--- config.mk ---
export PLATFORM = sky130hd
export DESIGN_NAME = fbd_host
export DESIGN_NICKNAME = d
export VERILOG_FILES = /design/src/fbd_host.v
export VERILOG_INCLUDE_DIRS = /design/src
export SDC_FILE = /design/constraint.sdc
export NUM_CORES = 1
export LEC_CHECK = 0
export ABC_CLOCK_PERIOD_IN_PS = 2550
export BUFFER_PORTS_ARGS = -buffer_cell sky130_fd_sc_hd__clkbuf_2
export CAP_MARGIN = 20
export CORE_MARGIN = 8
export CORE_UTILIZATION = 39
export DETAILED_ROUTE_END_ITERATION = 8
export GPL_TIMING_DRIVEN = 1
export PLACE_DENSITY = 0.64
export SETUP_SLACK_MARGIN = 0.02
export SLEW_MARGIN = 5
export SYNTH_ARGS = -nofsm -noshare
export SYNTH_HDL_FRONTEND = slang
export SYNTH_SLANG_ARGS = --single-unit
--- constraint.sdc ---
create_clock -name clk -period 2.55 [get_ports clk]
set_input_delay 0.1275 -clock clk [delete_from_list [all_inputs] [get_ports clk]]
set_output_delay 0.1275 -clock clk [all_outputs]
set_load 0.05 [all_outputs]
--- src/fbd_defs.vh ---
// Purpose: constants for the flash bus host controller
// Assumes: 100 MHz clock, pin levels abstracted to logic levels
// Notes:   high voltage levels appear as separate enable outputs
`ifndef FBD_DEFS_VH
`define FBD_DEFS_VH
`define FBD_CLK_NS        10
`define FBD_ACC_NS        100
`define FBD_ACC_CYC       ((`FBD_ACC_NS + `FBD_CLK_NS - 1) / `FBD_CLK_NS)
`define FBD_WP_NS         40
`define FBD_WP_CYC        ((`FBD_WP_NS + `FBD_CLK_NS - 1) / `FBD_CLK_NS)
`define FBD_RP_NS         500
`define FBD_RP_CYC        ((`FBD_RP_NS + `FBD_CLK_NS - 1) / `FBD_CLK_NS)
`define FBD_OP_READ       3'h0
`define FBD_OP_WRITE      3'h1
`define FBD_OP_ACCEL      3'h2
`define FBD_OP_PROTECT    3'h3
`define FBD_OP_UNPROTECT  3'h4
`define FBD_OP_RESET      3'h5
`define FBD_SECT_LSB      15
`define FBD_PROT_A6       6
`endif

--- src/fbd_host.v ---
// Purpose: host controller driving the parallel pins of a page-mode NOR flash
// Assumes: one op at a time; pins sampled through two flip-flops
// Notes:   no command sequencing here, only single bus cycles
// How it works
// command register has no address; host reaches it only via write cycles
// device latches each written command with its address and data
// read drives chip select and output enable low, write enable high
// chip select selects device; data appears only with output enable low
// word mode decodes down to A0, byte mode down to low address bit
// sector index comes from address bits top down to bit 15
// lock pin low keeps outermost sectors protected on the device
// lock pin high leaves outer sectors to stored protection state
// device ships with all sector groups unprotected
// width select high means sixteen-bit word transfers
// width select low means eight-bit byte transfers on low lines
// byte mode leaves data lines 8 to 14 floating
// byte mode uses data line 15 as lowest address bit
// protect: high reset level, ce low, oe high, we low, fixed address bits
// unprotect: same levels but address bit 6 high
// high reset level with lock high temporarily unprotects groups
// accelerated program: write cycle with boost level on boost pin
// write drives write enable and chip select low, output enable high
// output enable high means device floats its data pins
// reset low for minimum pulse aborts and returns to array read
// after reset the device reads array data without any command
`timescale 1ns/100ps
`default_nettype none
`include "fbd_defs.vh"
module fbd_host #(
    parameter AW = 24,
    parameter ACC_CYC = `FBD_ACC_CYC,
    parameter WP_CYC = `FBD_WP_CYC,
    parameter RP_CYC = `FBD_RP_CYC
) (
    // clock and reset
    input  wire          clk,
    input  wire          sys_rst,
    // user request
    input  wire          req_valid,
    input  wire [2:0]    req_op,
    input  wire [AW-1:0] req_addr,
    input  wire [15:0]   req_wdata,
    input  wire          req_byte_mode,
    input  wire          req_lock,
    input  wire          req_temp_unprot,
    output reg           req_ready,
    output reg           rsp_valid,
    output reg  [15:0]   rsp_rdata,
    // flash pins
    output reg           chip_sel_n,
    output reg           out_en_n,
    output reg           wr_en_n,
    output reg           reset_n,
    output reg           high_protect_level,
    output reg           width_sel,
    output reg           lock_or_boost_pin,
    output reg           high_boost_level,
    output reg  [AW-1:0] addr,
    output reg  [14:0]   dq_out,
    output reg  [14:0]   dq_oe,
    output reg           top_data_or_low_addr,
    output reg           top_oe,
    input  wire [15:0]   dq_in
);
    localparam S_IDLE = 3'b001;
    localparam S_BUSY = 3'b010;
    localparam S_DONE = 3'b100;
    localparam CW = 16;

    reg [2:0]    state;
    reg [CW-1:0] cnt;
    reg [2:0]    op;
    reg [15:0]   sync1;
    reg [15:0]   sync2;

    // request taken this edge, same test the sequencer uses in idle
    wire         take;
    // protect and unprotect both need the reset pin at the high level
    wire         hv_req;
    wire         hv_busy;

    // decode of the request and of the cycle in flight
    assign take    = (state == S_IDLE) && req_valid && req_ready;
    assign hv_req  = (req_op == `FBD_OP_PROTECT) || (req_op == `FBD_OP_UNPROTECT);
    assign hv_busy = (state == S_BUSY) && (cnt > 16'h0001) &&
                     ((op == `FBD_OP_PROTECT) || (op == `FBD_OP_UNPROTECT));

    // pin timing notes for whoever picks this up:
    // - every strobe changes on one edge, so the device sees
    //   address, data and control settle together
    // - the high reset level must rise with the strobes, not a
    //   cycle later, or the first cycle of a protect looks like
    //   a plain write to the device
    // - it drops on the same edge as the strobes; holding it
    //   longer would leave the device in temporary unprotect
    // - read data is sampled at the end of the window through
    //   the two-flop synchroniser, so the window must cover the
    //   access time plus two cycles of synchroniser delay; the
    //   window is ACC_CYC cycles, the access time alone
    // - byte mode shifts the user address right by one and puts
    //   the byte select on the top data line
    // - a pin reset leaves chip select high; the device ignores
    //   the bus for the whole pulse anyway
    // - only one request is ever in flight; req_ready is the
    //   only backpressure and no request is refused
    // - the lock pin takes the user level at each take edge and
    //   holds it; protect and unprotect cycles and temporary unprotect force it high

    // pin inputs pass two flops first
    always @(posedge clk) begin
        sync1 <= dq_in;
        sync2 <= sync1;
    end

    // bus cycle sequencer
    always @(posedge clk) begin
        if (sys_rst) begin
            state <= S_IDLE;
            cnt <= 16'h0000;
            op <= 3'h0;
            req_ready <= 1'b0;
            rsp_valid <= 1'b0;
            rsp_rdata <= 16'h0000;
            chip_sel_n <= 1'b1;
            out_en_n <= 1'b1;
            wr_en_n <= 1'b1;
            reset_n <= 1'b1;
            high_protect_level <= 1'b0;
            width_sel <= 1'b1;
            lock_or_boost_pin <= 1'b1;
            high_boost_level <= 1'b0;
            addr <= {AW{1'b0}};
            dq_out <= 15'h0000;
            dq_oe <= 15'h0000;
            top_data_or_low_addr <= 1'b0;
            top_oe <= 1'b0;
        end else begin
            rsp_valid <= 1'b0;
            // temp unprotect is a standing level, not a cycle
            // rises with the strobes at the take edge, falls with them
            high_protect_level <= req_temp_unprot | (take && hv_req) | hv_busy;
            if (req_temp_unprot)
                lock_or_boost_pin <= 1'b1;
            case (state)
                S_IDLE: begin
                    req_ready <= 1'b1;
                    if (req_valid && req_ready) begin
                        req_ready <= 1'b0;
                        op <= req_op;
                        state <= S_BUSY;
                        width_sel <= ~req_byte_mode;
                        // byte mode: bit 0 of user address rides on dq15
                        addr <= req_byte_mode ? {1'b0, req_addr[AW-1:1]} : req_addr;
                        dq_out <= req_wdata[14:0];
                        top_data_or_low_addr <= req_byte_mode ? req_addr[0] : req_wdata[15];
                        top_oe <= req_byte_mode || req_op != `FBD_OP_READ;
                        lock_or_boost_pin <= req_lock | req_temp_unprot;
                        high_boost_level <= 1'b0;
                        case (req_op)
                            `FBD_OP_READ: begin
                                cnt <= ACC_CYC[CW-1:0];
                                chip_sel_n <= 1'b0;
                                out_en_n <= 1'b0;
                                wr_en_n <= 1'b1;
                                dq_oe <= 15'h0000;
                            end
                            `FBD_OP_RESET: begin
                                cnt <= RP_CYC[CW-1:0];
                                reset_n <= 1'b0;
                                chip_sel_n <= 1'b1;
                                top_oe <= 1'b0;
                            end
                            default: begin
                                // writes keep output enable high so the device floats
                                cnt <= WP_CYC[CW-1:0];
                                chip_sel_n <= 1'b0;
                                out_en_n <= 1'b1;
                                wr_en_n <= 1'b0;
                                // byte mode: dq8..14 left floating
                                dq_oe <= req_byte_mode ? 15'h00ff : 15'h7fff;
                                if (req_op == `FBD_OP_ACCEL) begin
                                    high_boost_level <= 1'b1;
                                end
                                if (req_op == `FBD_OP_PROTECT || req_op == `FBD_OP_UNPROTECT) begin
                                    lock_or_boost_pin <= 1'b1;
                                    // keep sector index, force low address pattern
                                    addr[`FBD_SECT_LSB-1:0] <= 15'h0002;
                                    addr[`FBD_PROT_A6] <= (req_op == `FBD_OP_UNPROTECT);
                                end
                            end
                        endcase
                    end
                end
                S_BUSY: begin
                    if (cnt > 16'h0001) begin
                        cnt <= cnt - 16'h0001;
                    end else begin
                        state <= S_DONE;
                        if (op == `FBD_OP_READ)
                            rsp_rdata <= width_sel ? sync2 : {8'h00, sync2[7:0]};
                        chip_sel_n <= 1'b1;
                        out_en_n <= 1'b1;
                        wr_en_n <= 1'b1;
                        reset_n <= 1'b1;
                        dq_oe <= 15'h0000;
                        top_oe <= 1'b0;
                        high_boost_level <= 1'b0;
                    end
                end
                S_DONE: begin
                    rsp_valid <= 1'b1;
                    state <= S_IDLE;
                end
                default: state <= S_IDLE;
            endcase
        end
    end
    // device ships unprotected, nothing to do here
endmodule
`default_nettype wire

==> results of run 1 <==
[critical path, stage by stage, from the launching register on]
cell	delay, ns
dfxtp_1	0.37
or4_4	0.58
nor4b_4	0.49
a21oi_1	0.20
a221oi_4	0.29
mux2_4	0.33
[cell usage after synthesis (all sizes together) (2+ instances only)]
cell type | count | area, µm²
nor3b | 2 | 15.0
or4 | 9 | 78.8
buf | 18 | 133
o211ai | 3 | 22.5
a221oi | 2 | 35.0
a211oi | 12 | 90.1
and3 | 2 | 12.5
nor4 | 5 | 46.3
nor3 | 5 | 25.0
nor2 | 40 | 150
or2 | 3 | 21.3
nor4b | 2 | 32.5
nand3 | 10 | 50.1
o31ai | 5 | 37.5
clkbuf | 28 | 105
dfxtp | 123 | 2460
or3 | 9 | 65.1
mux2i | 27 | 270
inv | 2 | 7.51
a21oi | 57 | 285
o21ai | 26 | 130
nand2b | 4 | 25.0
ha | 2 | 25.0
a31oi | 3 | 18.8
nand2 | 92 | 345
nand4 | 2 | 12.5
[power by group]
part	internal (W)	switching (W)	total [W]
registers	0.00202	0.0000686	0.00209
logic	0.000277	0.000546	0.000823
clock network	0.00146	0.000883	0.00234
total	0.00376	0.00150	0.00526
[worst max path at each step]
stage	endpoint	slack [ns]	depth (start not counted)
2_1_floorplan	dq_oe[7]$_SDFFE_PP0P_	0.26	5
3_3_place_gp	dq_oe[7]$_SDFFE_PP0P_	0.30	5
3_5_place_dp	dq_oe[7]$_SDFFE_PP0P_	0.21	5
4_1_cts	dq_oe[7]$_SDFFE_PP0P_	0.20	5
5_1_grt	cnt[10]$_SDFFE_PP0P_	0.05	7
6_report	dq_oe[7]$_SDFFE_PP0P_	0.18	5
[cells in the final DEF (no fill, tap or decap), types with 5 or more instances in the layout]
master,n
mux2i_1,27
clkbuf_16,17
dlygate4sd3_1,35
a211oi_1,12
clkinvlp_4,5
nor3_1,5
nand3_1,10
nor2_1,40
o31ai_1,5
clkbuf_2,146
a21oi_1,57
dfxtp_1,123
or3_1,5
nand2_1,92
o21ai_0,26
buf_4,12
[registers in the layout (all words and copies together), names as in the netlist, 2 cells and up]
name / flops
sync2: 16
rsp_rdata: 16
sync1: 16
state: 3
dq_out: 15
op: 3
cnt: 16
addr: 24
dq_oe: 2
[layout make-up]
cell class              count  area (µm²)  area share (%)
clock buffers              18         439            6.93
clock inverters            14         148            2.33
inverters                   2        7.51           0.118
multi-input cells         337        1930            30.4
flip-flops and latches    123        2460            38.9
well taps                 147         184            2.90
repair buffers            193        1170            18.5
[stage by stage]
step	std cells	area (µm²)	hold WS, ns	power [W]
5_1_grt	834	6340	0.0186	0.00546
3_3_place_gp	767	5400	0.230	0.00290
3_5_place_dp	767	5400	0.231	0.00291
2_1_floorplan	508	4630	0.155	0.00272
6_report	834	6340	0.00362	0.00526
4_1_cts	834	6340	0.00428	0.00530
[per-layer routing]
metal	GRT usage, %	up-vias	wire, µm
li1	-	2088	-
met1	18.3	2009	5300
met2	28.1	118	6460
met3	6.12	20	849
met4	7.16	0	251
met5	0	-	0
[kinds of logic after synthesis]
kind of cell / Yosys count / synth area share [%]
adders and majority gates: 2 / 0.540
DFF: 123 / 53.2
buffers and inverters: 48 / 5.29
and+or+nand+nor: 191 / 20.0
muxes: 28 / 6.16
xor gates and xnor gates: 1 / 0.189
AOI/OAI and AO/OA: 115 / 14.6
[repair_timing]
item	4_1_cts	5_1_grt
hold buffers	35	0
buffers inserted	0	0
hold endpoints to repair	35	0
==> impl_results.md, run 1 <==
* CTS tree: done
* Worst Slack Setup Final at 0.181 ns
* Clock Tree Root: clkbuf_16
* I/O pins at 147
* Final clock period utilization by the worst path at 92.9%
* Count of flip-flops with a built-in enable after synthesis at 0
* Worst clock skew at 0.0187 ns
* Top flip-flop cell by instance count after synthesis: dfxtp_1
* Util after Layout at 53.7%
* Global placer's final weighted congestion at 0.855
* Hold-critical path depth at 3
* Cell Area, Synth at 4630 µm²
* Worst vdd rail ir drop at 0.500 mV
* Type of destination of the critical path: flip-flop
* Area growth syn-to-layout at 36.8%
* Area enclosed by the die boundary at 15600 µm²
* Leakage power figure at 2.74 nW
* Nets in the synthesized netlist at 575
* Ratio of routed vias to standard cells at 5.08
* Hold path endpoint: addr[10]$_SDFFE_PP0P_
* Worst-path clk slew at 0.06 ns
* CORE AREA at 11800 µm²
* Hold wc startpoint: req_addr[10]
* Maximum achievable frequency at 422 MHz
* CP max FO at 9
* Number of global-route vias before repair at 4204
* Proportion of layout cells with a drive suffix above 1 at 30.4%
* Drc violations at 0
* Floorplan row count at 40
* Kind of launch point of the worst setup path: flip-flop
* Post-DP HPWL at 8830 µm
* Minimum setup slack after placement at 0.211 ns
* Starting density of the core at 39.2%
* Slew at the pin closest to its max-slew limit at 1.09 ns
* Starting DRT DRC Count at 218
* Max-cap violations at 0
* Capturing point of the worst reg2reg path: dq_oe[7]$_SDFFE_PP0P_
* Setup TNS after final layout at 0 ns
* Clock sink total at 123
* Clock buffers created by TritonCTS at 17
* Number of antenna diodes at 0
* Worst setup startpoint: cnt[2]$_SDFFE_PP0P_
* Cells on worst reg2reg path at 5
* Grt total ovfl at 0
* Synthesized area divided by synthesized cell count at 9.12 µm²
* WP data required at 2.85 ns
* Warning count from the yosys run at 0
* Number of iterations in the first detailed-routing pass at 4
* # nets final at 741
* Height of the die at 125 µm
* Register-to-register setup slack at 0.18 ns
* Post-detailed-route count of antenna-violating nets at 0
* First-pass GRT wire length at 21200 µm
* Worst min-delay path category: in2reg
* Post-CTS resize count at 0
* Number of antenna violations at the first check in global routing at 0
* CTS H-tree depth at 4
* Fillcell total at 1075
* RSZ-0062 raised after global routing: no
* Power density cells at 830 nW/µm²
* Count of final max-slew check failures at 0
* Count of different cell masters after synthesis at 52
* Result of the run: finished clean
* Die width at 125 µm
* Buffers on Ports at 146
* Proportion of register bits with asynchronous set or reset after synthesis at 0%
* Setup CP Type: reg2reg
* Maximum number of pins on one net before global-route repair at 40
* Clock Path Buffers at 2
* Slew Limit Headroom at 26.9%
* Final setup violation count at 0
* Clock network latency to the later pin of the worst-skew pair at 0.42 ns
* Total Routed Length at 12900 µm
* Number of hold violations in the final report at 0
* Synthesis-stage register bit count at 123
* Routed wirelength normalized by instance count at 15.4 µm
* Start of the worst register-to-register path: cnt[2]$_SDFFE_PP0P_
* Register area share after synthesis at 53.2%
* Total number of vias at 4235
* Arrival time at the worst endpoint at 2.67 ns
* Clock period minus final worst setup slack at 2.37 ns
* Gate count of the mapped netlist at 508
* Gr usage total at 16.6%
Note: power is estimated with default switching activity, not from simulation.
==> run 2: changes to the inputs <==
--- a/config.mk
+++ b/config.mk
@@ -14,7 +14,8 @@
 export DETAILED_ROUTE_END_ITERATION = 8
 export GPL_TIMING_DRIVEN = 1
 export PLACE_DENSITY = 0.64
-export SETUP_SLACK_MARGIN = 0.02
+export REMOVE_ABC_BUFFERS = 1
+export SETUP_SLACK_MARGIN = 0.5
 export SLEW_MARGIN = 5
 export SYNTH_ARGS = -nofsm -noshare
 export SYNTH_HDL_FRONTEND = slang
==> run 2 against run 1 <==
  * Sequential share of layout area is 1.5 points lower
  * Fmax grew 6.0%
  * Die area unchanged
  * Clock power decreased by 6%
  * Count of clock-buffer cells in the layout stayed put
  * Final cell count increased by 2.3%
  * Critical endpoint unchanged
  * Largest cell class unchanged
==> impl_results.md, run 2 (synthesis gave the netlist of run 1 again) <==
* Hold wc startpoint: req_addr[15]
* Number of antenna violations at the first check in global routing at 0 (unchanged)
* Internal power at 0.00370 W (-1.7%)
* Final clock period utilization by the worst path at 87.7% (-5.2 points)
* Total number of vias at 4338 (+2.4%)
* Number of iterations in the first detailed-routing pass at 4 (unchanged)
* # nets final at 760 (+2.6%)
* Proportion of layout cells with a drive suffix above 1 at 36.3% (+5.8 points)
* Clock Tree Root: clkbuf_16
* Slew at the pin closest to its max-slew limit at 0.688 ns (-0.405 ns)
* Area enclosed by the die boundary at 15600 µm² (unchanged)
* First-pass GRT wire length at 20900 µm (-1.5%)
* FF/Latch Area at 2470 µm² (+0.41%)
* CP max FO at 3 (-6)
* Cells on worst reg2reg path at 5 (unchanged)
* Post-Layout Cell Count at 853 (+2.3%)
* Leakage power figure at 2.85 nW (+3.9%)
* Setup CP Type: reg2reg
* Clock network latency to the later pin of the worst-skew pair at 0.42 ns (about the same)
* Arrival time at the worst endpoint at 2.54 ns (-0.13 ns)
* Gr usage total at 16.3% (-0.30 points)
* Critical path's largest stage delay at 0.54 ns (-0.04 ns)
* CTS H-tree depth at 4 (unchanged)
* Count of placed standard cells including taps at 768 (+0.13%)
* Final instance area at 6620 µm² (+4.5%)
* Highest-count cells in the layout ignoring fill and taps: 146 x clkbuf_2, 119 x dfxtp_1, 92 x nand2_1, 47 x a21oi_1, 38 x nor2_1
* Register-to-register setup slack at 0.31 ns (+0.13 ns)
* Sequential power share at 39.4% (-0.4 points)
* Sum of internal, switching and leakage power at 0.00531 W (+0.92%)
* Combined buffer and inverter count along the critical path at 0 (unchanged)
* Floorplan row count at 40 (unchanged)
* Global placer's final weighted congestion at 0.831 (-2.8%)
* Drc violations at 0 (unchanged)
* Die width at 125 µm (unchanged)
* Starting DRT DRC Count at 132 (-39%)
* Area growth syn-to-layout at 42.9%
* Post-detailed-route count of antenna-violating nets at 0 (unchanged)
* Routed wirelength normalized by instance count at 15.2 µm (-1.2%)
* Result of the run: finished clean
* Slew Limit Headroom at 54.1% (+27 points)
* Ratio of routed vias to standard cells at 5.09 (+0.15%)
* Starting density of the core at 39.2% (unchanged)
* Count of final max-slew check failures at 0 (unchanged)
* Kind of launch point of the worst setup path: flip-flop
* Post-DP HPWL at 8660 µm (-2.0%)
* CTS tree: done
* RSZ-0062 raised after global routing: yes
* Worst-path clk slew at 0.06 ns (about the same)
* Post-DP Area at 5410 µm² (+0.14%)
* Clock period minus final worst setup slack at 2.24 ns (-0.134 ns)
* Worst clock skew at 0.00778 ns (-0.0110 ns)
* Height of the die at 125 µm (unchanged)
* Most frequent standard cell in the layout excluding fill and tap cells: clkbuf_2
* Clock Path Buffers at 2 (unchanged)
* Worst vdd rail ir drop at 0.668 mV (+34%)
* Util after Layout at 56.0% (+2.4 points)
* Start of the worst register-to-register path: cnt[6]$_SDFFE_PP0P_
* Number of hold violations in the final report at 0 (unchanged)
* Capturing point of the worst reg2reg path: dq_oe[7]$_SDFFE_PP0P_
* CORE AREA at 11800 µm² (unchanged)
* Logic pwr share at 19.2% (+3.6 points)
* Number of global-route vias before repair at 4278 (+1.8%)
* Max-cap violations at 0 (unchanged)
* Final setup violation count at 0 (unchanged)
* Clock sink total at 123 (unchanged)
* Total area of multi-input combinational cells at 2100 µm² (+9.1%)
* Net switching power at 0.00161 W (+7.5%)
* I/O pins at 147 (unchanged)
* Worst hold margin at 0.0147 ns (+0.0111 ns)
* Worst min-delay path category: in2reg
* Series of cell instances along the critical path: or4_4 -> or3_4 -> or2_4 -> a221oi_4 -> mux2_4
* Crit path max-delay cell type: or4_4
* Switching portion of total power at 30.3% (+1.9 points)
* Maximum achievable frequency at 447 MHz (+6.0%)
* Hold-critical path depth at 3 (unchanged)
* Grt total ovfl at 0 (unchanged)
* Buffers on Ports at 146 (unchanged)
* Register ranked first by flip-flop count: addr
* Maximum number of pins on one net before global-route repair at 54 (+35%)
* Power density cells at 802 nW/µm² (-3.4%)
* Type of destination of the critical path: flip-flop
* Max FFs per register at 24 (unchanged)
* Relative contribution of the clock network to total power at 41.4% (-3.2 points)
* WP data required at 2.85 ns (about the same)
* Hold path endpoint: addr[14]$_SDFFE_PP0P_
* Clock buffers created by TritonCTS at 17 (unchanged)
* Family with the most delay on the worst path: simple AND/OR/NAND/NOR gates
* Fillcell total at 1040 (-3.3%)
* Number of antenna diodes at 0 (unchanged)
* Total Routed Length at 13000 µm (+1.0%)
==> run 2: changes by cell type in the layout (fill, tap and decap cells not counted), sizes merged <==
cell         change
a31o             +3
buf             +18
bufinv           -2
clkinv           -1
clkinvlp         -2
dlygate4sd3      -2
inv              +5
==> run 2: per-stage QoR <==
stage	worst slack (ns)	TNS, ns
after floorplan	-0.812	-5.38
after global placement	0.307	0
after detailed placement	0.214	0
after CTS	0.350	0
after global routing	0.233	0
final	0.315	0
==> run 2: worst register-to-register path: cells and delay by family (launching register included) <==
family / cells / cell delay (ns)
and+or+nand+nor: 3 / 1.13
muxes: 1 / 0.33
AOI/OAI and AO/OA: 1 / 0.33
DFF: 1 / 0.34
==> run 2: worst max path at each step <==
stage / slack (ns) / cells past startpoint / to / startpoint
floorplan: -0.81 / 2 / dq_oe[7]$_SDFFE_PP0P_ / dq_oe[7]$_SDFFE_PP0P_
global placement: 0.31 / 7 / cnt[12]$_SDFFE_PP0P_ / cnt[0]$_SDFFE_PP0P_
detailed placement: 0.21 / 7 / cnt[10]$_SDFFE_PP0P_ / cnt[0]$_SDFFE_PP0P_
CTS: 0.35 / 5 / dq_oe[7]$_SDFFE_PP0P_ / cnt[6]$_SDFFE_PP0P_
global route: 0.23 / 5 / dq_oe[7]$_SDFFE_PP0P_ / cnt[6]$_SDFFE_PP0P_
finish: 0.31 / 5 / dq_oe[7]$_SDFFE_PP0P_ / cnt[6]$_SDFFE_PP0P_
==> run 2: metal layers <==
metal	GRT usage [%]	wire, µm
met5	0	0
met4	6.02	246
met3	6.71	962
met2	27.5	6430
met1	18.0	5360
==> run 2: layout make-up <==
class / instances / area share, %
Tap cell: 147 / 2.78
Clock buffer: 18 / 6.63
Sequential cell: 123 / 37.3
Inverter: 2 / 0.113
Clock inverter: 14 / 1.68
Multi-Input combinational cell: 340 / 31.7
Timing Repair Buffer: 209 / 19.7
==> run 2: power groups by stage <==
stage | clock, W | sequential (W) | combinational (W)
floorplan | 0 | 0.00236 | 0.000297
global placement | 0 | 0.00213 | 0.000769
detailed placement | 0 | 0.00213 | 0.000782
CTS | 0.00225 | 0.00209 | 0.000910
global route | 0.00234 | 0.00210 | 0.00109
finish | 0.00220 | 0.00209 | 0.00102
==> run 2: what timing repair did <==
| item | 4_1_cts | 5_1_grt |
|---|---|---|
| hold endpoints to repair | 34 | 0 |
| hold buffers | 33 | 0 |
| resized for setup | 25 | 23 |
| endpoints found under the setup margin | 45 | 40 |
| pin swaps | 19 | 12 |
| cloned | 2 | 2 |
| buffers inserted | 10 | 6 |
==> run 3: changes to the inputs <==
--- a/config.mk
+++ b/config.mk
@@ -9,11 +9,13 @@
 export ABC_CLOCK_PERIOD_IN_PS = 2550
 export BUFFER_PORTS_ARGS = -buffer_cell sky130_fd_sc_hd__clkbuf_2
 export CAP_MARGIN = 20
+export CELL_PAD_IN_SITES_DETAIL_PLACEMENT = 0
+export CELL_PAD_IN_SITES_GLOBAL_PLACEMENT = 1
 export CORE_MARGIN = 8
-export CORE_UTILIZATION = 39
+export CORE_UTILIZATION = 37
 export DETAILED_ROUTE_END_ITERATION = 8
 export GPL_TIMING_DRIVEN = 1
-export PLACE_DENSITY = 0.64
+export PLACE_DENSITY = 0.79
 export REMOVE_ABC_BUFFERS = 1
 export SETUP_SLACK_MARGIN = 0.5
 export SLEW_MARGIN = 5
==> run 3 against run 2 <==
  * Design area up 2.6%
  * Worst hold slack better by 0.00063 ns
  * Fmax down 0.90%
  * Register-to-register slack worse by 0.02 ns
  * Sequential power about the same
  * Critical path depth unchanged
  * Global-route usage up 0.45 points
  * Via count about the same
  * First-iteration DRC count up 89%
  * Sequential share of layout area down 0.88 points
  * Final cell count up 3.9%
  * Clock power about the same
  * Critical path type unchanged
  * Largest cell class unchanged
==> impl_results.md, run 3 (synthesis gave the netlist of run 1 again) <==
* Util after Layout at 54.7% (-1.4 points)
* # nets final at 768 (+1.1%)
* Post-detailed-route count of antenna-violating nets at 0 (unchanged)
* Internal power at 0.00375 W (+1.4%)
* Height of the die at 128 µm (+2.3%)
* Register-to-register setup slack at 0.29 ns (-0.02 ns)
* Sum of internal, switching and leakage power at 0.00540 W (+1.7%)
* CORE AREA at 12400 µm² (+5.1%)
* CTS tree: done
* CTS H-tree depth at 4 (unchanged)
* Type of destination of the critical path: flip-flop
* Register ranked first by flip-flop count: addr
* Final setup violation count at 0 (unchanged)
* Number of hold violations in the final report at 0 (unchanged)
* Fillcell total at 1142 (+9.8%)
* Die width at 128 µm (+2.3%)
* Worst hold margin at 0.0154 ns (+0.000635 ns)
* Number of antenna violations at the first check in global routing at 0 (unchanged)
* FF/Latch Area at 2480 µm² (+0.15%)
* Final clock period utilization by the worst path at 88.4% (+0.79 points)
* Post-DP HPWL at 8890 µm (+2.7%)
* Clock period minus final worst setup slack at 2.26 ns (+0.0202 ns)
* Final instance area at 6790 µm² (+2.6%)
* Max-cap violations at 0 (unchanged)
* Total Routed Length at 13800 µm (+5.9%)
* Post-DP Area at 5430 µm² (+0.42%)
* Routed wirelength normalized by instance count at 15.5 µm (+2.0%)
* I/O pins at 147 (unchanged)
* RSZ-0062 raised after global routing: yes
* Relative contribution of the clock network to total power at 40.6% (-0.8 points)
* Number of global-route vias before repair at 4407 (+3.0%)
* Power density cells at 795 nW/µm² (-0.86%)
* Drc violations at 0 (unchanged)
* Highest-count cells in the layout ignoring fill and taps: 146 x clkbuf_2, 118 x dfxtp_1, 91 x nand2_1, 45 x a21oi_1, 38 x nor2_1
* Result of the run: finished clean
* Floorplan row count at 41 (+2.5%)
* Worst-path clk slew at 0.06 ns (about the same)
* Net switching power at 0.00165 W (+2.4%)
* Worst min-delay path category: in2reg
* Worst clock skew at 0.00654 ns (-0.00124 ns)
* Logic pwr share at 20.6% (+1.4 points)
* Buffers on Ports at 146 (unchanged)
* Setup CP Type: reg2reg
* WP data required at 2.85 ns (about the same)
* CP max FO at 3 (unchanged)
* Count of final max-slew check failures at 0 (unchanged)
* Area growth syn-to-layout at 46.6%
* Slew at the pin closest to its max-slew limit at 0.655 ns (-0.0330 ns)
* First-pass GRT wire length at 21900 µm (+5.0%)
* Starting DRT DRC Count at 250 (+89%)
* Starting density of the core at 37.3% (-1.9 points)
* Worst vdd rail ir drop at 0.516 mV (-23%)
* Maximum number of pins on one net before global-route repair at 43 (-20%)
* Most frequent standard cell in the layout excluding fill and tap cells: clkbuf_2
* Clock sink total at 123 (unchanged)
* Total area of multi-input combinational cells at 2150 µm² (+2.5%)
* Clock Tree Root: clkbuf_16
* Slew Limit Headroom at 56.3% (+2.2 points)
* Max FFs per register at 24 (unchanged)
* Global placer's final weighted congestion at 0.813 (-2.2%)
* Leakage power figure at 2.89 nW (+1.7%)
* Clock Path Buffers at 2 (unchanged)
* Area enclosed by the die boundary at 16400 µm² (+4.7%)
* Sequential power share at 38.8% (-0.6 points)
* Number of iterations in the first detailed-routing pass at 4 (unchanged)
* Switching portion of total power at 30.5% (+0.20 points)
* Grt total ovfl at 0 (unchanged)
* Number of antenna diodes at 0 (unchanged)
* Proportion of layout cells with a drive suffix above 1 at 38.7% (+2.4 points)
* Clock buffers created by TritonCTS at 17 (unchanged)
* Total number of vias at 4341 (+0.069%)
* Kind of launch point of the worst setup path: flip-flop
* Ratio of routed vias to standard cells at 4.90 (-3.7%)
* Gr usage total at 16.7% (+0.45 points)
* Clock network latency to the later pin of the worst-skew pair at 0.41 ns (about the same)
* Maximum achievable frequency at 443 MHz (-0.90%)
* Arrival time at the worst endpoint at 2.55 ns (about the same)
## run 3: path summary, 6_finish.rpt
path	from	endpoint	cells past startpoint
min reg2reg	sync1[3]$_DFF_P_	sync2[3]$_DFF_P_	0
min	req_addr[4]	addr[4]$_SDFFE_PP0P_	3
max reg2reg	cnt[6]$_SDFFE_PP0P_	dq_oe[7]$_SDFFE_PP0P_	5
max	cnt[6]$_SDFFE_PP0P_	dq_oe[7]$_SDFFE_PP0P_	5
## run 3: cell type report
| class | count | share of cell area, % |
|---|---|---|
| Multi-Input combinational cell | 340 | 31.7 |
| Clock inverter | 14 | 1.68 |
| Clock buffer | 18 | 6.47 |
| Sequential cell | 123 | 36.5 |
| Tap cell | 172 | 3.17 |
| Inverter | 2 | 0.147 |
| Timing Repair Buffer | 217 | 20.4 |
## run 3: metrics by stage
step                setup TNS [ns]  instances  setup WS (ns)
floorplan                    -5.38        462         -0.812
global placement                 0        792          0.305
detailed placement               0        792          0.229
CTS                              0        879          0.301
global route                     0        886          0.244
finish                           0        886          0.295
## run 3: critical path, cell delays in order, from the launching register on
cell      delay, ns
dfxtp_2        0.32
or4_4          0.54
or3_4          0.35
or2_4          0.26
a221oi_4       0.35
mux2_4         0.33
## run 3: repair_timing
action / CTS / global route
endpoints found under the hold margin: 34 / 0
hold buffers: 34 / 0
endpoints found under the setup margin: 41 / 71
buffers inserted: 17 / 7
pin swaps: 26 / 27
resized for setup: 34 / 37
cloned: 4 / 0
## run 3: layer usage
layer / up-vias / part of all wire [%] / global-route usage, %
met5: - / 0 / 0
met4: 0 / 1.7 / 6.64
met3: 21 / 7.0 / 6.41
met2: 137 / 50 / 28.2
met1: 2025 / 41 / 18.7
li1: 2158 / - / -
## run 3: power groups by stage
stage	clock network, W	registers (W)	logic, W
4_1_cts	0.00224	0.00209	0.00103
3_3_place_gp	0	0.00213	0.000770
6_report	0.00219	0.00210	0.00111
3_5_place_dp	0	0.00213	0.000786
5_1_grt	0.00234	0.00211	0.00118
2_1_floorplan	0	0.00236	0.000297
